`src/include/interrupt_ack_n_glue_cfg.svh`:
```
// Constants for the interrupt acknowledge bus glue
`ifndef INTERRUPT_ACK_N_GLUE_CFG_SVH
`define INTERRUPT_ACK_N_GLUE_CFG_SVH
`define CLK_PERIOD_NS    5
`define ADDR_LEAD_NS     50
`define ADDR_LEAD_CYC    ((`ADDR_LEAD_NS + `CLK_PERIOD_NS - 1) / `CLK_PERIOD_NS)
`define ACK_DELAY_NS     125
`define ACK_DELAY_CYC    ((`ACK_DELAY_NS + `CLK_PERIOD_NS - 1) / `CLK_PERIOD_NS)
`define SEL_REG_MIN_KHZ  8000
`define CPU_CLK_KHZ      10000
`define CPU_DIV          20
`define SHIFT_LEN        32
`define RESET_CMD        8'hc0
`endif

```
`src/include/interrupt_ack_n_glue_pkg.sv`:
```
// Types for the interrupt acknowledge bus glue
`default_nettype none
package interrupt_ack_n_glue_pkg;
  typedef struct packed {
    logic opcode_fetch_n;
    logic memory_request_n;
    logic io_request_n;
    logic rd_n;
    logic wr_n;
    logic periph_select;
    logic wait_other_n;
  } cpu_bus_t;
  typedef struct packed {
    logic interrupt_ack_n;
    logic periph_read_n;
    logic periph_write_n;
    logic wait_n;
  } periph_bus_t;
  typedef enum logic [1:0] {
    ST_IDLE  = 2'b00,
    ST_LEAD  = 2'b01,
    ST_PULSE = 2'b10
  } strobe_state_t;
endpackage
`default_nettype wire
```
`src/hdl/interrupt_ack_n_bus_glue.sv`:
```
// Bus glue between processor bus and serial peripheral
`timescale 1ns/1ps
`default_nettype none
`include "interrupt_ack_n_glue_cfg.svh"
module interrupt_ack_n_bus_glue
  import interrupt_ack_n_glue_pkg::*;
#(
  parameter int unsigned EXTRA_WAIT = 0
)(
  input  wire logic        mclk_i,
  input  wire logic        resetn_i,
  input  wire logic        sys_reset_i,
  input  wire cpu_bus_t    cpu_i,
  input  wire logic        pending_flag_i,
  input  wire logic        chain_enable_in_i,
  input  wire logic        service_clear_i,
  output periph_bus_t      periph_o,
  output logic             cpu_clock_o,
  output logic             chain_enable_out_o,
  output logic             under_service_o,
  output logic             vector_enable_o
);
  localparam int unsigned TAP = `ACK_DELAY_CYC + EXTRA_WAIT;

  ////////////////////////////////////////////////////////////////////////
  // Pin synchronisers
  cpu_bus_t  s1_q, s2_q;
  logic      rst1_q, rst2_q;
  always_ff @(posedge mclk_i) begin
    if (!resetn_i) begin
      s1_q   <= '1;
      s2_q   <= '1;
      rst1_q <= 1'b0;
      rst2_q <= 1'b0;
    end else begin
      s1_q   <= cpu_i;
      s2_q   <= s1_q;
      rst1_q <= sys_reset_i;
      rst2_q <= rst1_q;
    end
  end

  ////////////////////////////////////////////////////////////////////////
  // Processor clock divider; slow clock is an enable, pin is a register
  logic [7:0] div_q, div_d;
  logic       cclk_q, cclk_d;
  logic       rise_en;
  always_comb begin
    div_d   = div_q + 8'h01;
    cclk_d  = cclk_q;
    rise_en = 1'b0;
    if (div_q == 8'(`CPU_DIV / 2 - 1)) begin
      div_d  = 8'h00;
      cclk_d = ~cclk_q;
      rise_en = ~cclk_q;
    end
  end
  always_ff @(posedge mclk_i) begin
    if (!resetn_i) begin
      div_q  <= 8'h00;
      cclk_q <= 1'b0;
    end else begin
      div_q  <= div_d;
      cclk_q <= cclk_d;
    end
  end

  ////////////////////////////////////////////////////////////////////////
  // Acknowledge detection and shift register
  logic                   sel_q, sel_d;
  logic                   fetch_q, fetch_d;
  logic                   ack_q, ack_d;
  logic [`SHIFT_LEN-1:0]  sh_q, sh_d;
  logic                   ack_seen;
  logic                   sel_src;

  function automatic logic io_select(input cpu_bus_t b);
    return b.periph_select & ~b.io_request_n;
  endfunction

  always_comb begin
    // Select source registered on the rising edge at fast clocks
    sel_d   = rise_en ? io_select(s2_q) : sel_q;
    sel_src = (`CPU_CLK_KHZ >= `SEL_REG_MIN_KHZ) ? sel_q
            : io_select(s2_q);
    fetch_d = fetch_q;
    ack_d   = ack_q;
    sh_d    = sh_q;
    ack_seen = ~s2_q.opcode_fetch_n & s2_q.memory_request_n;
    if (s2_q.opcode_fetch_n || rst2_q) begin
      fetch_d = 1'b0;
      ack_d   = 1'b0;
      sh_d    = '0;
    end else if (rise_en) begin
      // Fetch with memory idle at state two marks an acknowledge
      if (ack_seen) begin
        ack_d = 1'b1;
      end
      fetch_d = 1'b1;
      sh_d    = {sh_q[`SHIFT_LEN-2:0], ack_q | (ack_seen & sel_src)};
    end
  end

  always_ff @(posedge mclk_i) begin
    if (!resetn_i) begin
      sel_q   <= 1'b0;
      fetch_q <= 1'b0;
      ack_q   <= 1'b0;
      sh_q    <= '0;
    end else begin
      sel_q   <= sel_d;
      fetch_q <= fetch_d;
      ack_q   <= ack_d;
      sh_q    <= sh_d;
    end
  end

  ////////////////////////////////////////////////////////////////////////
  // Ordinary I/O strobe shaping
  logic rd_req, wr_req, rd_str, wr_str;
  assign rd_req = ~s2_q.rd_n & s2_q.periph_select & ~fetch_q;
  assign wr_req = ~s2_q.wr_n & s2_q.periph_select & ~fetch_q;

  strobe_trim u_rd_trim (
    .mclk_i   (mclk_i),
    .resetn_i (resetn_i),
    .req_i    (rd_req),
    .strobe_o (rd_str)
  );
  strobe_trim u_wr_trim (
    .mclk_i   (mclk_i),
    .resetn_i (resetn_i),
    .req_i    (wr_req),
    .strobe_o (wr_str)
  );

  ////////////////////////////////////////////////////////////////////////
  // Output stage and peripheral side daisy chain
  periph_bus_t po_q, po_d;
  logic        ius_q, ius_d;
  logic        ieo_q, ieo_d;
  logic        ven_q, ven_d;
  logic        ack_rd;

  always_comb begin
    // Read tap sits TAP+1 processor clock rises after ack; later tap adds settling
    ack_rd = ack_q & sh_q[TAP % `SHIFT_LEN];
    po_d.interrupt_ack_n = ~ack_q;
    if (rst2_q) begin
      po_d.periph_read_n  = 1'b0;
      po_d.periph_write_n = 1'b0;
      po_d.wait_n         = 1'b1;
      po_d.interrupt_ack_n = 1'b1;
    end else begin
      // Idle shifter: read and wait combine other logic
      po_d.periph_read_n  = ~(rd_str | ack_rd);
      po_d.periph_write_n = ~wr_str;
      po_d.wait_n = s2_q.wait_other_n & ~(ack_q & ~ack_rd);
    end
    ven_d = ~po_d.interrupt_ack_n & ~po_d.periph_read_n
          & pending_flag_i & chain_enable_in_i;
    ius_d = ius_q;
    if (service_clear_i) begin
      ius_d = 1'b0;
    end
    if (ven_d) begin
      ius_d = 1'b1;
    end
    if (ack_q) begin
      ieo_d = chain_enable_in_i & ~pending_flag_i & ~ius_q;
    end else begin
      ieo_d = chain_enable_in_i & ~ius_q;
    end
  end

  always_ff @(posedge mclk_i) begin
    if (!resetn_i) begin
      po_q  <= '1;
      ius_q <= 1'b0;
      ieo_q <= 1'b0;
      ven_q <= 1'b0;
    end else begin
      po_q  <= po_d;
      ius_q <= ius_d;
      ieo_q <= ieo_d;
      ven_q <= ven_d;
    end
  end

  assign periph_o           = po_q;
  assign cpu_clock_o        = cclk_q;
  assign chain_enable_out_o = ieo_q;
  assign under_service_o    = ius_q;
  assign vector_enable_o    = ven_q;
endmodule
`default_nettype wire

```
`src/hdl/strobe_trim.sv`:
```
// Strobe shaper: delayed fall, early rise
`timescale 1ns/1ps
`default_nettype none
`include "interrupt_ack_n_glue_cfg.svh"
module strobe_trim
  import interrupt_ack_n_glue_pkg::*;
(
  input  wire logic mclk_i,
  input  wire logic resetn_i,
  input  wire logic req_i,
  output logic      strobe_o
);
  strobe_state_t st_q, st_d;
  logic [7:0]    cnt_q, cnt_d;
  logic          strobe_q, strobe_d;

  always_comb begin
    st_d     = st_q;
    cnt_d    = cnt_q;
    strobe_d = 1'b0;
    case (st_q)
      ST_IDLE: begin
        cnt_d = 8'h00;
        if (req_i) begin
          st_d = ST_LEAD;
        end
      end
      ST_LEAD: begin
        // Hold off the fall to give the address its lead
        cnt_d = cnt_q + 8'h01;
        if (!req_i) begin
          st_d = ST_IDLE;
        end else if (cnt_q >= 8'(`ADDR_LEAD_CYC - 1)) begin
          st_d     = ST_PULSE;
          strobe_d = 1'b1;
        end
      end
      ST_PULSE: begin
        // Ends as soon as the request drops, before address changes
        strobe_d = req_i;
        if (!req_i) begin
          st_d = ST_IDLE;
        end
      end
      default: st_d = ST_IDLE;
    endcase
  end

  always_ff @(posedge mclk_i) begin
    if (!resetn_i) begin
      st_q     <= ST_IDLE;
      cnt_q    <= 8'h00;
      strobe_q <= 1'b0;
    end else begin
      st_q     <= st_d;
      cnt_q    <= cnt_d;
      strobe_q <= strobe_d;
    end
  end

  assign strobe_o = strobe_q;
endmodule
`default_nettype wire

```
`config.mk`:
```
export PLATFORM = sky130hd
export DESIGN_NAME = interrupt_ack_n_bus_glue
export DESIGN_NICKNAME = d
export VERILOG_FILES = /design/src/include/interrupt_ack_n_glue_pkg.sv /design/src/hdl/interrupt_ack_n_bus_glue.sv /design/src/hdl/strobe_trim.sv
export VERILOG_INCLUDE_DIRS = /design/src /design/src/include
export SDC_FILE = /design/constraint.sdc
export NUM_CORES = 1
export LEC_CHECK = 0
export BUFFER_PORTS_ARGS = -buffer_cell sky130_fd_sc_hd__buf_4
export CAP_MARGIN = 25
export CORE_MARGIN = 5
export CORE_UTILIZATION = 40
export DETAILED_ROUTE_END_ITERATION = 8
export REMOVE_ABC_BUFFERS = 1
export SYNTH_ARGS = -nofsm -noshare
export SYNTH_HDL_FRONTEND = slang
export SYNTH_SLANG_ARGS = --single-unit
```
`constraint.sdc`:
```
create_clock -name mclk_i -period 2.4 [get_ports mclk_i]
set_input_delay 0.24 -clock mclk_i [delete_from_list [all_inputs] [get_ports mclk_i]]
set_output_delay 0.24 -clock mclk_i [all_outputs]
set_load 0.01 [all_outputs]
```
==> impl_metrics.json, run 1 <==
{
  "status": "finished, final reports clean",
  "die_w_um": 100.9,
  "power-per-cell-area_nw_per_um2": 676.3,
  "r2r-start": "div_q[2]$_SDFF_PP0_",
  "cts_sinks": 83,
  "final_cell_mix": "dfxtp_1 (83), nor2_1 (46), mux2i_1 (27)",
  "antenna_found_initial": 0,
  "final_layout_size_suffix_gt1_share_pct": 12.77,
  "num_vias": 2273,
  "synth_seq_cells": 83,
  "ff2ff_setup_slack_ps": 530,
  "postCtsSetupRepairBufs": 0,
  "fmax_mhz": 533.7,
  "ir_worst_vdd_mv": 0.2675,
  "post-place-ws_ps": 536.1,
  "cts_resized": 0,
  "period_minus_slack_ps": 1874,
  "period_share_pct": 78.07,
  "max_stage_delay_ps": 560,
  "comb_power_share_pct": 4.0,
  "cts_hold_buf": 0,
  "nets": 390,
  "finalWirelength_um": 5569,
  "viasPerCell": 4.805,
  "clock_path_buffers": 2,
  "drv_cap": 0,
  "worst_setup_path_end_kind": "register",
  "holdCritPathClass": "in2reg",
  "swShare_pct": 22.98,
  "syn-cell-area_um2": 3308,
  "grt_pass1_vias": 2215,
  "cts_tree": "yes",
  "final_common_cell": "dfxtp_1",
  "slowest_stage": "or4b_4",
  "grt_pass1_wl_um": 9846,
  "die_y_um": 100.9,
  "worstPathArrival_ps": 2070,
  "post_drt_wl_per_cell_um": 11.77,
  "drc_errors": 0,
  "final_antenna_net_count": 0,
  "p_clk_share_pct": 40.5,
  "setup_slack_ps": 526.4,
  "crit_chain": "or4b_4, nor4_4, buf_12, mux2i_1, nor2_1",
  "worstMarginPinSlew_ps": 908.7,
  "place.gp.congestion": 0.7597,
  "critPathKind": "reg2reg",
  "grt_max_degree": 32,
  "max-slew-margin-rel_pct": 39.42,
  "rows": 33,
  "cts_buffers": 9,
  "reg2reg_depth": 5,
  "fillers": 789,
  "grt_overflow_total": 0,
  "fin_area_um2": 3767,
  "clk_latency_ps": 350,
  "drv_slew": 0,
  "r2r-end": "sh_q[1]$_SDFFE_PP0P_",
  "n_antenna_cell": 0,
  "htreeDepth": 3,
  "syn_inst": 343,
  "coreArea_um2": 8134,
  "track_usage_pct": 12.03,
  "critical_path_peak_fanout": 31,
  "seqCellArea_um2": 1662,
  "syn_area_per_cell_um2": 9.645,
  "power.total_uw": 2548,
  "p_switching_uw": 585.5,
  "ys_seq_area_share_pct": 50.23,
  "portBuffers": 20,
  "clock_skew_ps": 10.17,
  "multi_input_area_um2": 1519,
  "die_area_um2": 10190,
  "start_kind": "register",
  "required_ps": 2590,
  "rsz0062_at_grt": "no",
  "io_pins": 21,
  "hold_violations": 0,
  "firstDrtPassIters": 4,
  "yosys_warnings": 0,
  "crit_start": "div_q[2]$_SDFF_PP0_",
  "cts-root-buf": "clkbuf_8",
  "start_util_pct": 40.67,
  "p_leak_uw": 0.001326,
  "p_int_uw": 1962,
  "setup_viol": 0,
  "p_seq_share_pct": 55.4,
  "placed_area_um2": 3557,
  "clk_pin_slew_ps": 90,
  "syn2layout_area_growth_pct": 13.88,
  "critPathCapture": "sh_q[1]$_SDFFE_PP0P_",
  "drtIter0Drc": 56,
  "ys_types": 40,
  "hpwl_um": 3768
}
==> cells in the mapped netlist, drive strengths merged <==
library cell  count  share of area, %
a211o             1              0.26
a21o              2              0.45
a21oi            15               2.3
a311oi            1              0.26
a31o              1              0.26
a31oi             2              0.38
and2              4              0.76
and3              3              0.57
and4              1              0.26
buf               4              0.91
clkbuf           10               1.1
dfxtp            83                50
ha               14               5.3
inv              16               1.8
mux2              3               1.0
mux2i            27               8.2
nand2            17               1.9
nand2b           20               3.8
nand3            17               2.6
nand3b            4              0.91
nand4             6               1.1
nor2             46               5.2
nor2b             2              0.38
nor3              3              0.45
nor3b             4              0.91
nor4              4               1.2
o2111a            1              0.34
o211a             1              0.30
o211ai            7               1.6
o21a              1              0.23
o21ai             5              0.76
o2bb2ai           1              0.26
or2               2              0.38
or3               7               1.3
or4b              1              0.42
xnor2             2              0.53
xor2              5               1.3
==> worst min-delay path by stage <==
stage,slack (ps),to,depth (start not counted),from
3_5_place_dp,390,s2_q[4]$_SDFF_PN1_,1,s1_q[4]$_SDFF_PN1_
5_1_grt,50,s1_q[1]$_SDFF_PN1_,2,cpu_i[1]
3_3_place_gp,390,s2_q[0]$_SDFF_PN1_,1,s1_q[0]$_SDFF_PN1_
4_1_cts,60,s1_q[0]$_SDFF_PN1_,2,cpu_i[0]
6_report,70,s1_q[1]$_SDFF_PN1_,2,cpu_i[1]
2_1_floorplan,310,s1_q[0]$_SDFF_PN1_,1,resetn_i
==> final cells by class <==
type,count,share of cell area [%]
Clock buffer,10,3.653
Clock inverter,6,1.926
Inverter,16,1.594
Multi-Input combinational cell,230,40.32
Sequential cell,83,44.10
Tap cell,105,3.487
Timing Repair Buffer,23,4.915
==> critical path: cells and delay by family, from the launching register on <==
family / cells / cell delay, ps
buf+inv: 1 / 260
flops: 1 / 350
simple gates: 3 / 890
mux: 1 / 210
==> sequential cells by signal, summed over array words and instances, names as in the netlist, 2 cells and up <==
| name | flops |
|---|---|
| u_wr_trim.st_q | 2 |
| u_rd_trim.cnt_q | 8 |
| s1_q | 7 |
| s2_q | 7 |
| u_wr_trim.cnt_q | 8 |
| u_rd_trim.st_q | 2 |
| div_q | 8 |
| periph_o | 4 |
| sh_q | 26 |
==> power by group through the flow <==
stage / sequential (µW) / clock, µW / combinational, µW
after floorplan: 1440 / 0 / 58.2
after detailed placement: 1440 / 0 / 105
after global placement: 1440 / 0 / 103
final: 1410 / 1030 / 103
after global routing: 1420 / 1120 / 118
after CTS: 1410 / 1070 / 106
==> kinds of logic after synthesis <==
logic type	Yosys count	share of synthesized area [%]
multiplexers	30	9.191
adder cells (fa/ha/maj)	14	5.295
AO/OA/AOI/OAI	38	7.375
buffers and inverters	30	3.858
XOR/XNOR	7	1.853
flip-flops	83	50.23
AND/OR/NAND/NOR	141	22.20
==> per-layer routing <==
layer | global-route usage (%) | vias to the layer above | wire, µm
met5 | 0 | - | 0
met4 | 5.215 | 0 | 82
met3 | 3.322 | 8 | 211
met2 | 19.24 | 31 | 2536
met1 | 15.19 | 1027 | 2738
li1 | - | 1207 | -
==> per-stage QoR <==
stage / instances / utilization (%) / TNS [ps] / hold WS (ps)
floorplan: 329 / - / -8581 / 313.0
global placement: 457 / 43.73 / 0 / 394.1
detailed placement: 457 / 43.73 / 0 / 391.7
CTS: 473 / 46.32 / 0 / 58.86
global route: 473 / 46.32 / 0 / 49.67
finish: 473 / 46.32 / 0 / 68.97
Power figures use the tool's default switching activity.
==> run 2: changes to the inputs <==
==> constraint.sdc (replaced) <==
create_clock -name mclk_i -period 1.8 [get_ports mclk_i]
set_input_delay 0.18 -clock mclk_i [delete_from_list [all_inputs] [get_ports mclk_i]]
set_output_delay 0.18 -clock mclk_i [all_outputs]
set_load 0.01 [all_outputs]
==> run 2 against run 1 <==
  * Clock skew decreased by 2.8 ps
  * Hold slack got worse by 55 ps
  * Clock-buffer cell count decreased by 1
  * Register-to-register slack got worse by 480 ps
  * Global-route usage about the same
  * Sequential share of layout area decreased by 1.5 points
  * Cell count increased by 3.4%
  * Critical path depth increased by 2
  * Design area increased by 3.6%
  * Setup slack got worse by 480 ps
  * Sequential power increased by 33%
==> impl_metrics.json, run 2 (synthesized netlist as in run 1, its figures left out) <==
{
  "status": "finished, final reports clean",
  "die_y_um": 100.9,
  "cts-root-buf": "clkbuf_8",
  "worstMarginPinSlew_ps": 387.3,
  "final_layout_size_suffix_gt1_share_pct": 16.41,
  "drc_errors": 0,
  "start_kind": "register",
  "clk_latency_ps": 350,
  "syn2layout_area_growth_pct": 18.00,
  "drtIter0Drc": 53,
  "worstPathArrival_ps": 2000,
  "grt_overflow_total": 0,
  "final_antenna_net_count": 0,
  "final_core_util_pct": 47.99,
  "clk_pin_slew_ps": 90,
  "holdCritPathClass": "in2reg",
  "die_w_um": 100.9,
  "final_cell_mix": "dfxtp_1 (82), nor2_1 (46), buf_4 (32)",
  "worst_setup_path_end_kind": "register",
  "post_drt_wl_per_cell_um": 11.44,
  "fmax_mhz": 571.7,
  "place.gp.congestion": 0.7656,
  "cpMostUsedCell": "buf_6",
  "clock_path_buffers": 2,
  "period_share_pct": 97.18,
  "slowest_stage": "or4b_4",
  "htreeDepth": 3,
  "start_util_pct": 40.67,
  "r2r-start": "div_q[2]$_SDFF_PP0_",
  "ir_worst_vdd_mv": 0.4645,
  "crit_chain": "or4b_4, nor4_4, buf_6, buf_4, buf_6, mux2i_1, nor2_1",
  "finalWirelength_um": 5593,
  "required_ps": 2050,
  "cts_sinks": 83,
  "clock_skew_ps": 7.378,
  "power-per-cell-area_nw_per_um2": 834.1,
  "n_antenna_cell": 0,
  "drv_cap": 0,
  "nets": 406,
  "grt_pass1_wl_um": 9901,
  "viasPerCell": 4.740,
  "num_vias": 2318,
  "cts_buffers": 9,
  "coreArea_um2": 8134,
  "drv_slew": 0,
  "io_pins": 21,
  "min_from": "cpu_i[4]",
  "p_leak_uw": 0.001395,
  "rsz0062_at_grt": "yes",
  "track_usage_pct": 12.07,
  "firstDrtPassIters": 4,
  "crit_start": "div_q[2]$_SDFF_PP0_",
  "critPathKind": "reg2reg",
  "final_common_cell": "dfxtp_1",
  "die_area_um2": 10190,
  "cts_tree": "yes",
  "power.total_uw": 3256,
  "largest_reg_flops": 26,
  "max_stage_delay_ps": 550,
  "grt_max_degree": 20,
  "hpwl_um": 3796,
  "portBuffers": 20,
  "hold_violations": 0,
  "max-slew-margin-rel_pct": 73.94,
  "critical_path_peak_fanout": 7,
  "rows": 33,
  "period_minus_slack_ps": 1749,
  "regMostFlops": "sh_q",
  "grt_pass1_vias": 2293,
  "antenna_found_initial": 0,
  "setup_viol": 0
}
-- run 2: changes by cell type in the layout (fill, tap and decap cells not counted), moves of 2 or more --
cell,change
buf_6,+2
buf_4,+10
clkinvlp_4,+2
dlygate4sd3_1,+3
-- run 2: power breakdown --
group          switching (µW)  total [µW]  internal (µW)
clock                     701        1220            522
sequential               16.4        1880           1860
combinational            80.9         153           71.7
total                     799        3260           2460
-- run 2: metal layers --
layer | global-route usage (%) | vias up | share of wire, %
met3 | 3.529 | 6 | 4.0
met4 | 5.521 | 0 | 1.7
met5 | 0 | - | 0
met2 | 19.24 | 25 | 45
li1 | - | 1238 | -
met1 | 15.04 | 1049 | 49
-- run 2: worst paths after layout --
path | endpoint | slack, ps | cells after the start
setup / recovery | sh_q[8]$_SDFFE_PP0P_ | 50 | 7
hold / removal | s1_q[4]$_SDFF_PN1_ | 10 | 2
setup reg to reg | sh_q[8]$_SDFFE_PP0P_ | 50 | 7
hold reg to reg | s2_q[3]$_SDFF_PN1_ | 410 | 1
-- run 2: layout make-up --
class	count	area, µm²
Fill cell	783	4230
Sequential cell	83	1663
Multi-Input combinational cell	230	1525
Timing Repair Buffer	39	340.3
Tap cell	105	131.4
Clock buffer	9	123.9
Clock inverter	7	60.06
Inverter	16	60.06
-- run 2: what timing repair did --
action,CTS,global route
cloned,2,0
buffers inserted,2,0
resized for setup,0,5
hold buffers,3,0
endpoints found under the hold margin,3,0
endpoints found under the setup margin,2,13
pin swaps,1,1
-- run 2: worst max-delay path, delay by kind of cell (launching register included) --
family / cells / cell delay [ps]
flops: 1 / 320
simple gates: 3 / 750
mux: 1 / 180
buf+inv: 3 / 400
-- run 2: per-stage QoR --
step / setup TNS [ps] / setup slack (ps) / area, µm² / hold WS, ps / instances
finish: 0 / 50.81 / 3904 / 14.33 / 489
global route: -43.29 / -31.10 / 3904 / 10.38 / 489
CTS: 0 / 17.85 / 3897 / 1.563 / 489
detailed placement: 0 / 3.988 / 3625 / 368.4 / 466
global placement: 0 / 47.94 / 3625 / 368.1 / 466
floorplan: -25980 / -911.9 / 3241 / 253.0 / 329
